<file path="src/hdl/rsc_pkg.sv">
/*
 * Constants shared by the reset and sleep controller: register offsets, status
 * bit positions, reset values, the sleep opcode and the delay timing.
 * Assumes a 100 MHz system clock and a separate slow RC oscillator tick input.
 */
package rsc_pkg;
	localparam logic [7:0]  STATUS_OFS   = 8'h03;
	localparam int          TO_BIT       = 4;
	localparam int          PD_BIT       = 3;
	localparam logic [7:0]  STATUS_POR   = 8'h18;
	localparam logic [7:0]  ALL_ONES     = 8'hFF;
	localparam logic [11:0] SLEEP_OPCODE = 12'h003;
	localparam int          PTR_WIDTH    = 5;
	// APB byte addresses of the controller's own registers.
	localparam logic [7:0]  A_STATUS     = 8'h0C;
	localparam logic [7:0]  A_CTRL       = 8'h00;
	localparam logic [7:0]  A_STATE      = 8'h04;
	localparam logic [7:0]  A_IRQ_STAT   = 8'h08;
	localparam logic [7:0]  A_IRQ_MASK   = 8'h10;
	localparam logic [7:0]  A_SNAP       = 8'h14;
	// Interrupt event bit positions.
	localparam int          EV_SLEEP     = 0;
	localparam int          EV_WAKE      = 1;
	localparam int          EV_WDT       = 2;
	localparam int          EV_READY     = 3;
	localparam int          EV_NUM       = 4;
	// Delay timing: 18 ms counted on an RC tick of nominally 10 us.
	localparam int          DELAY_US     = 18000;
	localparam int          RC_TICK_US   = 10;
	localparam int          DELAY_TICKS  = DELAY_US / RC_TICK_US;
	localparam int          CNT_W        = 12;
	typedef enum logic [1:0] {ST_RESET, ST_DELAY, ST_RUN, ST_SLEEP} rsc_state_e;
endpackage

</file>
<file path="src/hdl/rsc_delay_timer.sv">
/*
 * Reset delay timer counting slow RC oscillator ticks.
 * Assumes rcTick is a one-cycle pulse synchronous to clk from the RC oscillator.
 */
`timescale 1ns/1ps
`default_nettype none
module rsc_delay_timer
	import rsc_pkg::*;
#(
	parameter int TICKS = DELAY_TICKS
) (
	input  wire logic clk,
	input  wire logic rst,
	input  wire logic restart,
	input  wire logic rcTick,
	output logic      expired
);
	logic [CNT_W-1:0] count_q;

	// Restart reloads; each RC tick counts down, so the main clock rate never matters.
	always_ff @(posedge clk) begin
		if (rst || restart) begin
			count_q <= CNT_W'(TICKS);
			expired <= 1'b0;
		end else if (rcTick && count_q != '0) begin
			count_q <= count_q - CNT_W'(1);
			expired <= (count_q == CNT_W'(1));
		end
	end
endmodule
`default_nettype wire

</file>
<file path="src/hdl/rsc_reset_sleep.sv">
/*
 * Reset and sleep controller top: reset pin and watchdog handling, delay timer,
 * status flags, reset values of core registers and an APB register slave.
 * Assumes all inputs synchronous to clk; rst is the power-on reset.
 */
`timescale 1ns/1ps
`default_nettype none
module rsc_reset_sleep
	import rsc_pkg::*;
#(
	parameter int TICKS = DELAY_TICKS
) (
	input  wire logic        clk,
	input  wire logic        rst,
	input  wire logic        externalResetPinN,
	input  wire logic        watchdogTimeout,
	input  wire logic        watchdogEnable,
	input  wire logic        prescalerToWatchdog,
	input  wire logic        rcTick,
	input  wire logic        instrValid,
	input  wire logic [11:0] instrWord,
	input  wire logic [7:0]  ioDriveIn,
	input  wire logic [7:0]  ioEnableIn,
	input  wire logic [2:0]  arithFlags,
	input  wire logic        psel,
	input  wire logic        penable,
	input  wire logic        pwrite,
	input  wire logic [7:0]  paddr,
	input  wire logic [31:0] pwdata,
	output logic             pready,
	output logic [31:0]      prdata,
	output logic             pslverr,
	output logic             cpuReset,
	output logic             oscRun,
	output logic             watchdogClear,
	output logic             prescalerClear,
	output logic             resetPinDriveEn,
	output logic [7:0]       ioDriveOut,
	output logic [7:0]       ioEnableOut,
	output logic [7:0]       processorStatus,
	output logic [7:0]       directionControl,
	output logic [7:0]       programCounterLow,
	output logic [7:0]       indirectPointer,
	output logic             irq
);
	rsc_state_e          state_q;
	logic                timeoutFlag_q;
	logic                powerdownFlag_q;
	logic                timeoutFlag_d;
	logic                powerdownFlag_d;
	logic                restartDelay;
	logic                delayDone;
	logic                sleepExec;
	logic                wakeEvent;
	logic                wdtEvent;
	logic [EV_NUM-1:0]   events;
	logic [EV_NUM-1:0]   irqStat_q;
	logic [EV_NUM-1:0]   irqMask_q;
	logic                forceReset_q;
	logic                apbAccess;
	logic                statRead;
	logic [7:0]          ptrReset;

	// Sleep is recognised only while running, by its fixed encoding.
	assign sleepExec = (state_q == ST_RUN) && instrValid
		&& (instrWord == SLEEP_OPCODE);
	// A watchdog time-out counts only when the watchdog is enabled.
	assign wdtEvent  = watchdogTimeout && watchdogEnable;
	assign wakeEvent = (state_q == ST_SLEEP) && (!externalResetPinN || wdtEvent);
	// Every reset source, including a software forced reset, relaunches the timer.
	assign restartDelay = !externalResetPinN || wdtEvent || forceReset_q;
	// Unimplemented pointer bits above the implemented width read as one.
	assign ptrReset = ALL_ONES << PTR_WIDTH;
	assign apbAccess = psel && penable;
	// Clear on the edge that snapshots the read data, so no event is lost in between.
	assign statRead  = apbAccess && !pready && !pwrite && (paddr == A_IRQ_STAT);
	assign events = {
		(state_q == ST_DELAY) && delayDone,
		wdtEvent,
		wakeEvent,
		sleepExec
	};

	rsc_delay_timer #(
		.TICKS   (TICKS)
	) u_delay (
		.clk     (clk),
		.rst     (rst),
		.restart (restartDelay),
		.rcTick  (rcTick),
		.expired (delayDone)
	);

	// Sequencer: reset held while the pin is low, then the delay, then run.
	always_ff @(posedge clk) begin
		if (rst) begin
			state_q  <= ST_RESET;
			cpuReset <= 1'b1;
		end else begin
			if (restartDelay) begin
				state_q  <= externalResetPinN ? ST_DELAY : ST_RESET;
				cpuReset <= 1'b1;
			end else unique case (state_q)
				ST_RESET: begin
					state_q <= ST_DELAY;
				end
				ST_DELAY: begin
					if (delayDone) begin
						state_q  <= ST_RUN;
						cpuReset <= 1'b0;
					end
				end
				ST_RUN: begin
					if (sleepExec) begin
						state_q <= ST_SLEEP;
					end
				end
				ST_SLEEP: begin
					state_q <= ST_SLEEP;
				end
			endcase
		end
	end

	// Oscillator driver stops in sleep; restarts with the reset delay.
	always_ff @(posedge clk) begin
		if (rst) begin
			oscRun <= 1'b1;
		end else if (wakeEvent || restartDelay) begin
			oscRun <= 1'b1;
		end else if (sleepExec) begin
			oscRun <= 1'b0;
		end
	end

	// Watchdog clear pulses on sleep entry and on wake-up; prescaler clear pulses only on sleep entry with the prescaler on the watchdog.
	always_ff @(posedge clk) begin
		if (rst) begin
			watchdogClear  <= 1'b0;
			prescalerClear <= 1'b0;
		end else begin
			watchdogClear  <= sleepExec || wakeEvent;
			prescalerClear <= sleepExec && prescalerToWatchdog;
		end
	end

	// The watchdog reset stays internal; the pin driver is never enabled.
	always_ff @(posedge clk) begin
		resetPinDriveEn <= 1'b0;
	end

	// I/O drive state is frozen while asleep so pins keep their level.
	always_ff @(posedge clk) begin
		if (rst) begin
			ioDriveOut  <= 8'h00;
			ioEnableOut <= 8'h00;
		end else if (state_q != ST_SLEEP || wakeEvent) begin
			ioDriveOut  <= ioDriveIn;
			ioEnableOut <= ioEnableIn;
		end else begin
			ioDriveOut  <= ioDriveOut;
			ioEnableOut <= ioEnableOut;
		end
	end

	// Next flag values, shared with the status image so it never lags the flags.
	always_comb begin
		timeoutFlag_d   = timeoutFlag_q;
		powerdownFlag_d = powerdownFlag_q;
		if (wdtEvent) begin
			timeoutFlag_d = 1'b0;
		end else if (sleepExec) begin
			timeoutFlag_d = 1'b1;
		end
		if (sleepExec) begin
			powerdownFlag_d = 1'b0;
		end
	end

	// Timeout and powerdown flags; a watchdog event wins over a sleep set.
	always_ff @(posedge clk) begin
		if (rst) begin
			timeoutFlag_q   <= 1'b1;
			powerdownFlag_q <= 1'b1;
		end else begin
			timeoutFlag_q   <= timeoutFlag_d;
			powerdownFlag_q <= powerdownFlag_d;
		end
	end

	// Core register reset values; arithmetic bits pass through and stay unchanged.
	always_ff @(posedge clk) begin
		if (rst) begin
			processorStatus   <= STATUS_POR;
			directionControl  <= ALL_ONES;
			programCounterLow <= ALL_ONES;
			indirectPointer   <= ptrReset;
		end else begin
			processorStatus <= {3'b000, timeoutFlag_d, powerdownFlag_d, arithFlags};
			if (restartDelay) begin
				directionControl  <= ALL_ONES;
				programCounterLow <= ALL_ONES;
				indirectPointer   <= indirectPointer | ptrReset;
			end
		end
	end

	// Sticky event bits, cleared by reading; a new event in that cycle wins.
	always_ff @(posedge clk) begin
		if (rst) begin
			irqStat_q <= '0;
		end else begin
			irqStat_q <= (statRead ? '0 : irqStat_q) | events;
		end
	end

	// Interrupt output is high while any unmasked status bit is set.
	always_ff @(posedge clk) begin
		if (rst) begin
			irq <= 1'b0;
		end else begin
			irq <= |(irqStat_q & irqMask_q);
		end
	end

	// APB writes: mask register and a self-clearing forced reset bit.
	always_ff @(posedge clk) begin
		if (rst) begin
			irqMask_q    <= '0;
			forceReset_q <= 1'b0;
		end else begin
			forceReset_q <= 1'b0;
			// Writes land only on the edge at which the master sees pready high.
			if (apbAccess && pready && pwrite && paddr == A_IRQ_MASK) begin
				irqMask_q <= pwdata[EV_NUM-1:0];
			end
			if (apbAccess && pready && pwrite && paddr == A_CTRL) begin
				forceReset_q <= pwdata[0];
			end
		end
	end

	// APB answer: one wait state, so pready is high in the second access cycle.
	always_ff @(posedge clk) begin
		if (rst) begin
			pready  <= 1'b0;
			prdata  <= '0;
			pslverr <= 1'b0;
		end else begin
			pready  <= psel && penable && !pready;
			pslverr <= 1'b0;
			prdata  <= '0;
			if (psel && penable && !pready) begin
				unique case (paddr)
					A_CTRL:     prdata <= '0;
					A_STATE:    prdata <= {29'h0, cpuReset, 2'(state_q)};
					A_IRQ_STAT: prdata <= {28'h0, irqStat_q};
					A_STATUS:   prdata <= {24'h0, processorStatus};
					A_IRQ_MASK: prdata <= {28'h0, irqMask_q};
					A_SNAP:     prdata <= {16'h0, directionControl, indirectPointer};
					default:    pslverr <= 1'b1;
				endcase
			end
		end
	end
endmodule
`default_nettype wire

</file>
<file path="config.mk">
export PLATFORM = sky130hd
export DESIGN_NAME = rsc_reset_sleep
export DESIGN_NICKNAME = d
export VERILOG_FILES = /design/src/hdl/rsc_pkg.sv /design/src/hdl/rsc_delay_timer.sv /design/src/hdl/rsc_reset_sleep.sv
export SDC_FILE = /design/constraint.sdc
export NUM_CORES = 1
export LEC_CHECK = 0
export BUFFER_PORTS_ARGS = -buffer_cell sky130_fd_sc_hd__buf_2
export CORE_MARGIN = 1
export CORE_UTILIZATION = 35
export DETAILED_ROUTE_END_ITERATION = 10
export GPL_ROUTABILITY_DRIVEN = 0
export PLACE_DENSITY = 0.75
export SYNTH_ARGS = -nofsm -noshare
export SYNTH_HDL_FRONTEND = slang
export SYNTH_SLANG_ARGS = --single-unit
</file>
<file path="constraint.sdc">
create_clock -name clk -period 2.44 [get_ports clk]
set_input_delay 0.244 -clock clk [delete_from_list [all_inputs] [get_ports clk]]
set_output_delay 0.244 -clock clk [all_outputs]
set_load 0.005 [all_outputs]
</file>
==> results.yml, run 1 <==
global_routing:
  grt_pass1_wl_mm: 10.2
  grt_antenna_before_repair: 0
  grt_pass1_vias: 2319
  track_usage_pct: 15.1
  grt_max_degree: 39
  gr-total-overflow: 0
yosys:
  synth_fa_ha_area_share_pct: 0.876
  yosysWarnings: 0
  syn_area_per_cell_um2: 8.52
  synth_top_family_by_area: "simple AND/OR/NAND/NOR gates"
  yosysSeqAreaShare_pct: 40.7
  syn_inst: 335
  synth-simple-area-share_pct: 24.8
  synth_edf_count: 0
  ys_async_sr_fraction_pct: 0
  ys.flop_type: "dfxtp_1"
  synth_compound_area_share_pct: 13.9
  syn-cell-area_um2: 2860
  ys_seq_elements: 58
  ys_top_cells_by_area: "dfxtp_1, buf_4, nand2_1, a21oi_1, nor2_1"
  synth_cell_type_count: 49
  synth_xor_area_share_pct: 0.613
  yosysTopAreaCellShare_pct: 40.7
  synth_mux_area_share_pct: 1.80
  synth_top_cell_by_area: "dfxtp_1"
timing:
  final-setup-viol-count: 0
  fmax_ghz: 0.459
  layout_min_cycle_time_ns: 2.18
  period_share_pct: 89.3
  slew_headroom_pct: 51.1
  setup_tns_ns: 0
  tightest_slew_ns: 0.728
  rsz0062_at_grt: "false"
  final-max-slew-violation-count: 0
  hold_viol: 0
  clock_skew_ns: 0.0129
power:
  power_frac_comb_pct: 8.1
  p_seq_share_pct: 45.9
  power.density_nw_per_um2: 632
  intPower_uw: 1630
  swShare_pct: 24.3
  ir_worst_vdd_mv: 0.312
  p_leak_uw: 0.00152
  pwr-share-clk_pct: 46.0
  switchingPower_uw: 523
placement:
  dp_hpwl_mm: 4.73
  numPortBuffers: 97
  placed_area_um2: 3180
setup_path:
  cp_max_fo: 7
  cp.arrival_ns: 2.38
  path_class: "register to register"
  critPathCaptureType: "register"
  required_ns: 2.64
  cp-start-kind: "register"
floorplanning:
  die-area_um2: 8520
  core-area_um2: 7810
  fp.dieH_um: 92.3
  start_util_pct: 36.6
  rows: 32
  die_x_um: 92.3
  io_pins: 170
cells_and_area:
  nets: 505
  antenna_cells: 0
  register_area_um2: 1160
  areaGrowthSynthToFinish_pct: 19.4
  stdcell_area_um2: 3410
  drive_gt1_share_pct: 30.0
  multiInputGateArea_um2: 1370
  nFillCells: 777
clocking:
  clock_latency_ns: 0.34
  cts-buffers-inserted: 9
  cts_buffer_depth: 2
  htree_levels: 3
  cts_sinks: 58
  cts.clk_slew.worst_paths_ns: 0.08
  cts_tree: "built"
  root_buffer: "clkbuf_8"
  holdBufCountCts: 0
  cts_resized: 0
  post_cts_buffers: 0
drt:
  drc: 0
  drtAntennaViolNets: 0
  wl_per_cell_um: 12.1
  dr_total_vias: 2500
  wirelength_mm: 6.37
  vias_per_cell: 4.73
  firstDrtPassIters: 6
  drt_iter0_drc: 113
flow_run:
  maxCapViolations: 0
run_status:
  outcome: "finished clean"
hold_path:
  hold_class: "primary input to register"
[layout make-up]
type / count / share of cell area [%]
clock inverter: 7 / 2.97
timing repair buffer: 100 / 14.9
multi-input combinational: 246 / 40.0
clock buffer: 9 / 3.63
tap: 102 / 3.74
inverter: 6 / 0.661
sequential: 58 / 34.1
[registers in the layout (all words and copies together) (netlist names), 2 cells and up]
register and flops:
u_delay.count_q 12, ioDriveOut 8, ioEnableOut 8, prdata 6
irqMask_q 4, irqStat_q 4, processorStatus 4, state_q 2
[stage by stage]
stage	total power, µW	hold slack [ns]	setup slack (ns)	utilization [%]	cells
3_5_place_dp	1180	0.435	0.277	40.8	512
3_3_place_gp	1180	0.430	0.410	40.8	512
2_1_floorplan	1150	0.362	0.583	-	377
6_report	2150	0.114	0.261	43.7	528
5_1_grt	2240	0.120	0.127	43.7	528
4_1_cts	2170	0.113	0.258	43.7	528
[path summary, 6_finish.rpt]
| kind | startpoint | to | slack, ns | cells after the start |
|---|---|---|---|---|
| max reg2reg | u_delay.count_q[0] | u_delay.count_q[7] | 0.26 | 6 |
| min reg2reg | oscRun | oscRun | 0.44 | 2 |
| min | arithFlags[0] | processorStatus[0] | 0.11 | 2 |
| max | u_delay.count_q[0] | u_delay.count_q[7] | 0.26 | 6 |
[power by group through the flow]
stage                     Combinational, µW  Clock, µW  Sequential [µW]
after floorplan                         140          0             1010
after global placement                  167          0             1010
after detailed placement                173          0             1010
after CTS                               173       1010              988
after global routing                    196       1050              991
final                                   174        991              988
[Yosys cell counts, drive strengths merged (2+ instances only)]
master and number:
buf 59, dfxtp 58, nand2 58, a21oi 32
nor2 15, clkbuf 8, inv 6, nor4 6
nand3 5, nor2b 5, nor3 5, o21ai 5
or3 5, a211o 4, mux2i 4, nand2b 4
nand4 4, nor3b 4, nor4b 4, o2bb2ai 4
or2 4, or4 4, a221oi 3, nand3b 3
a21o 2, a22oi 2, conb 2, ha 2
nand4b 2, nor4bb 2, o31ai 2
[metal layers]
metal  GRT usage (%)  share of wire [%]
met1            17.3                 44
met2            25.9                 47
met3            4.68                7.6
met4            6.51                1.4
met5               0                  0
[critical path, stage by stage (launching register included)]
cell and delay [ns]:
dfxtp_1 0.33, inv_1 0.11, ha_1 0.30, or4b_2 0.69, nor4_1 0.38, or3_1 0.18
a21oi_1 0.06
[cell usage in the layout (no fill, tap or decap), types with 3 or more instances in the layout]
cell type  Yosys  final
dfxtp_1       58     58
a221oi_1       3      3
nand2b_1       4      4
or2_2          4      4
a211o_1        4      4
nand4_1        4      4
nand3_1        5      5
nor3_1         5      5
inv_1          6      6
o21ai_0        5      5
nor4b_1        4      4
nor2b_1        5      5
buf_2          2     97
nor3b_1        3      3
a21oi_1       32     32
o2bb2ai_1      4      4
mux2i_1        4      4
nand3b_1       3      3
clkbuf_8       0      9
conb_1         2     44
buf_4         56      3
nand2_1       58     58
nor2_1        15     15
or3_1          5      5
nor4_1         5      5
[cell families after synthesis]
kind of cell | after synthesis
simple gates | 133
buf+inv | 73
compound gates | 60
flops | 58
mux | 5
fa+ha+maj | 2
other cells | 2
xor+xnor | 2
Power figures use the tool's default switching activity.
==> inputs of run 2 (changes only) <==
Settings changed: SETUP_SLACK_MARGIN from default to 0.3.
==> run 2 against run 1 <==
Sequential cell count unchanged. Via count rose by 0.36%. Clock skew is essentially flat. Cell area grew 0.37%. Global-route usage about the same. Hold slack gained 0.0039 ns. Combinational power barely moved. Die area unchanged. Non-clock buffer count unchanged.
==> results.yml, run 2 (synthesis gave the netlist of run 1 again) <==
run_status:
  outcome: "finished clean"
clocking:
  holdBufCountCts: 0
  post_cts_buffers: 0
  cts_tree: "built"
  clock_latency_ns: 0.33
  cts_sinks: 58
  htree_levels: 3
  root_buffer: "clkbuf_8"
  cts-buffers-inserted: 9
  cts_buffer_depth: 2
  cts.clk_slew.worst_paths_ns: 0.08
setup_path:
  critPathCaptureType: "register"
  r2r_slack_ns: 0.49
  r2r_end: "u_delay.count_q[11]"
  cp-start-kind: "register"
  path_class: "register to register"
  cp_max_fo: 6
  reg2reg_depth: 4
  required_ns: 2.69
  cp.arrival_ns: 2.20
  timing.rr.start: "u_delay.count_q[4]"
floorplanning:
  fp.dieH_um: 92.3
  rows: 32
  die-area_um2: 8520
  die_x_um: 92.3
  core-area_um2: 7810
  start_util_pct: 36.6
  io_pins: 170
power:
  ir_worst_vdd_mv: 0.313
  power.density_nw_per_um2: 629
  p_leak_uw: 0.00152
timing:
  fmax_ghz: 0.512
  setup_ws_ns: 0.485
  period_share_pct: 80.1
  hold_viol: 0
  setup_tns_ns: 0
  layout_min_cycle_time_ns: 1.95
  hold_slack_ns: 0.118
  slew_headroom_pct: 51.5
  final-max-slew-violation-count: 0
  rsz0062_at_grt: "false"
  clock_skew_ns: 0.0129
  tightest_slew_ns: 0.722
  final-setup-viol-count: 0
cells_and_area:
  drive_gt1_share_pct: 30.5
  final_cell_mix: "buf_2, nand2_1, dfxtp_1"
  largest_reg_flops: 12
  final_common_cell: "buf_2"
  biggestRegsByFlops: "u_delay.count_q x12, ioDriveOut x8, ioEnableOut x8"
  antenna_cells: 0
  areaGrowthSynthToFinish_pct: 19.9
  nets: 505
  largest-register: "u_delay.count_q"
drt:
  firstDrtPassIters: 7
  dr_total_vias: 2509
  wirelength_mm: 6.40
  drc: 0
  drtAntennaViolNets: 0
  drt_iter0_drc: 92
  vias_per_cell: 4.75
  wl_per_cell_um: 12.1
global_routing:
  met3_usage_pct: 4.68
  track_usage_pct: 15.1
  grt_antenna_before_repair: 0
  grt_use_met2_pct: 25.9
  use_met1_pct: 17.3
  gr-total-overflow: 0
  grt-busiest-layer: "met2"
  grt_max_degree: 39
  grt_pass1_wl_mm: 10.2
  grt_pass1_vias: 2321
hold_path:
  min_path_cells: 2
  hold_start: "arithFlags[0]"
  hold_class: "primary input to register"
  hold_end: "processorStatus[0]"
placement:
  numPortBuffers: 97
  dp_hpwl_mm: 4.73
  pre_cts_ws_ns: 0.277
flow_run:
  maxCapViolations: 0
run 2: per-layer routing:
| layer | vias up | wire length, µm |
|---|---|---|
| met4 | 0 | 70 |
| met2 | 130 | 3030 |
| met5 | - | 0 |
| li1 | 1236 | - |
| met1 | 1135 | 2790 |
| met3 | 8 | 508 |
run 2: worst max-delay path by stage:
stage | start | endpoint | slack [ns] | cells after the start
after floorplan | u_delay.count_q[0] | u_delay.count_q[0] | 0.58 | 6
after global placement | u_delay.count_q[0] | u_delay.count_q[7] | 0.41 | 6
after detailed placement | u_delay.count_q[0] | u_delay.count_q[7] | 0.28 | 6
after CTS | u_delay.count_q[0] | u_delay.count_q[0] | 0.33 | 6
after global routing | u_delay.count_q[4] | u_delay.count_q[11] | 0.34 | 4
final | u_delay.count_q[4] | u_delay.count_q[11] | 0.49 | 4
run 2: layout make-up:
cell class	instances	area, µm²
fillers	774	4390
multi-input cells	246	1380
flip-flops and latches	58	1160
repair buffers	100	508
well taps	102	128
clock buffers	9	124
clock inverters	7	101
inverters	6	22.5
run 2: metrics by stage:
| stage | std cells | power, µW | util, % | area, µm² |
|---|---|---|---|---|
| after floorplan | 377 | 1150 | - | 3010 |
| after global placement | 512 | 1180 | 40.8 | 3180 |
| after detailed placement | 512 | 1180 | 40.8 | 3180 |
| after CTS | 528 | 2170 | 43.8 | 3420 |
| after global routing | 528 | 2240 | 43.8 | 3420 |
| final | 528 | 2150 | 43.8 | 3420 |
run 2: worst max-delay path, stage by stage, from the launching register on:
cell and delay [ns]:
dfxtp_1 0.36, nor4_1 0.60, nand4_1 0.28, or4_1 0.48, a21oi_1 0.16
run 2: report_power, final:
part | internal, µW | total [µW] | switching, µW
Combinational | 77.3 | 174 | 97.0
Sequential | 972 | 988 | 16.7
Clock | 581 | 990 | 409
Total | 1630 | 2150 | 522
run 2: what timing repair did:
action                     CTS  global route
pin swaps                    0             1
resized for setup            1             2
setup endpoints to repair    2             3
==> inputs of run 3 (changes only) <==
Clock period 2.44 ns to 2.04 ns, I/O delays scaled along.
==> run 3 against run 2 <==
Final cell count increased by 1.5%. Via count rose by 1.8%. Clock power is 13% lower. Non-clock buffer count rose by 8. Clock skew shrank 0.0062 ns. First-iteration DRC count increased by 51%. Combinational power up 28%. Critical endpoint is now u_delay.count_q[0]. Critical path type unchanged. Routed wire length rose by 0.30%. Register-to-register slack got worse by 0.13 ns.
==> results.yml, run 3 (synthesis gave the netlist of run 1 again) <==
run_status:
  outcome: "finished clean"
setup_path:
  r2r_slack_ns: 0.36
  path_class: "register to register"
  critical_path.slowest_cell: "or4b_4"
  cp.arrival_ns: 1.89
  max_stage_delay_ns: 0.50
  cp_cell_sequence: "inv_2, ha_4, or4b_4, o41ai_4, xnor2_1, nor2_1"
  r2r_end: "u_delay.count_q[0]"
  required_ns: 2.25
  critPathCaptureType: "register"
  reg2reg_depth: 6
  cp_max_fo: 3
  timing.rr.start: "u_delay.count_q[1]"
  cp-start-kind: "register"
floorplanning:
  rows: 32
  fp.dieH_um: 92.3
  die-area_um2: 8520
  io_pins: 170
  start_util_pct: 36.6
  die_x_um: 92.3
  core-area_um2: 7810
timing:
  final-setup-viol-count: 0
  clock_skew_ns: 0.00674
  setup_tns_ns: 0
  rsz0062_at_grt: "true"
  final-max-slew-violation-count: 0
  layout_min_cycle_time_ns: 1.68
  fmax_ghz: 0.595
  period_share_pct: 82.4
  slew_headroom_pct: 55.6
  hold_viol: 0
  tightest_slew_ns: 0.661
cells_and_area:
  largest_reg_flops: 12
  final_common_cell: "buf_2"
  drive_gt1_share_pct: 33.3
  nFillCells: 783
  biggestRegsByFlops: "u_delay.count_q x12, ioDriveOut x8, ioEnableOut x8"
  largest-register: "u_delay.count_q"
  areaGrowthSynthToFinish_pct: 21.2
  nets: 513
  final_cell_mix: "buf_2, nand2_1, dfxtp_1"
  post-route-util_pct: 44.3
power:
  p_leak_uw: 0.00154
  power.density_nw_per_um2: 656
  intPower_uw: 1690
  p_seq_share_pct: 52.2
  power_frac_comb_pct: 9.8
  switchingPower_uw: 583
  swShare_pct: 25.7
  ir_worst_vdd_mv: 0.369
  pwr-share-clk_pct: 38.1
drt:
  firstDrtPassIters: 4
  vias_per_cell: 4.76
  drc: 0
  drt_iter0_drc: 139
  wl_per_cell_um: 12.0
  drtAntennaViolNets: 0
  dr_total_vias: 2553
  wirelength_mm: 6.42
clocking:
  htree_levels: 3
  cts_buffer_depth: 2
  cts.clk_slew.worst_paths_ns: 0.06
  cts_tree: "built"
  cts-buffers-inserted: 9
  clock_latency_ns: 0.33
  root_buffer: "clkbuf_8"
  cts_sinks: 58
global_routing:
  grt_pass1_vias: 2257
  grt_max_degree: 27
  grt_antenna_before_repair: 1
  grt_pass1_wl_mm: 10.1
  track_usage_pct: 15.2
  gr-total-overflow: 0
placement:
  dp_hpwl_mm: 4.73
  numPortBuffers: 97
flow_run:
  maxCapViolations: 0
hold_path:
  min_path_cells: 2
  hold_end: "processorStatus[0]"
  hold_class: "primary input to register"
  hold_start: "arithFlags[0]"
-- run 3: worst max-delay path by stage --
stage / start / to / slack [ns] / depth (start not counted)
after floorplan: u_delay.count_q[0] / u_delay.count_q[0] / 0.35 / 6
after global placement: u_delay.count_q[0] / u_delay.count_q[7] / 0.19 / 6
after detailed placement: u_delay.count_q[0] / u_delay.count_q[1] / 0.19 / 6
after CTS: u_delay.count_q[1] / u_delay.count_q[0] / 0.30 / 6
after global routing: u_delay.count_q[5] / u_delay.count_q[1] / 0.26 / 4
final: u_delay.count_q[1] / u_delay.count_q[0] / 0.36 / 6
-- run 3: per-stage QoR --
step / std cells / setup WS [ns] / cell area, µm² / hold slack, ns / total power (µW)
global placement: 515 / 0.194 / 3220 / 0.413 / 1410
floorplan: 377 / 0.352 / 3020 / 0.322 / 1380
detailed placement: 515 / 0.187 / 3220 / 0.421 / 1420
CTS: 533 / 0.300 / 3420 / 0.0603 / 2300
finish: 536 / 0.359 / 3460 / 0.0765 / 2270
global route: 536 / 0.260 / 3460 / 0.0632 / 2390
-- run 3: critical path, delay by kind of cell, from the launching register on --
kind	cells	cell delay [ns]
xor gates and xnor gates	1	0.16
DFF	1	0.33
buffers and inverters	1	0.08
AOI/OAI and AO/OA	1	0.30
adders and majority gates	1	0.13
and+or+nand+nor	2	0.55
-- run 3: what timing repair did --
action	CTS	global route
pin swaps	3	3
gates resized for setup	7	6
setup endpoints to repair	7	9
buffers inserted	3	2
hold buffers	0	0
-- run 3: area by class of cell --
cell class | count | area [µm²] | area share, %
multi-input combinational | 246 | 1420 | 40.9
sequential | 58 | 1160 | 33.7
timing repair buffer | 108 | 568 | 16.4
tap | 102 | 128 | 3.69
clock buffer | 9 | 124 | 3.58
clock inverter | 6 | 35.0 | 1.01
inverter | 6 | 22.5 | 0.651
antenna | 1 | 2.50 | 0.0723
-- run 3: power groups by stage --
stage	registers, µW	clock network (µW)	logic (µW)
2_1_floorplan	1210	0	169
3_3_place_gp	1210	0	203
3_5_place_dp	1210	0	208
4_1_cts	1180	900	216
5_1_grt	1190	953	248
6_report	1190	865	222
-- run 3: routing by layer --
layer | up-vias | global-route usage [%] | share of wire (%) | wire, µm
met5 | - | 0 | 0 | 0
met4 | 0 | 6.25 | 1.7 | 110
met3 | 11 | 5.83 | 7.6 | 489
met2 | 110 | 25.8 | 48 | 3080
met1 | 1184 | 17.0 | 43 | 2740
li1 | 1248 | - | - | -
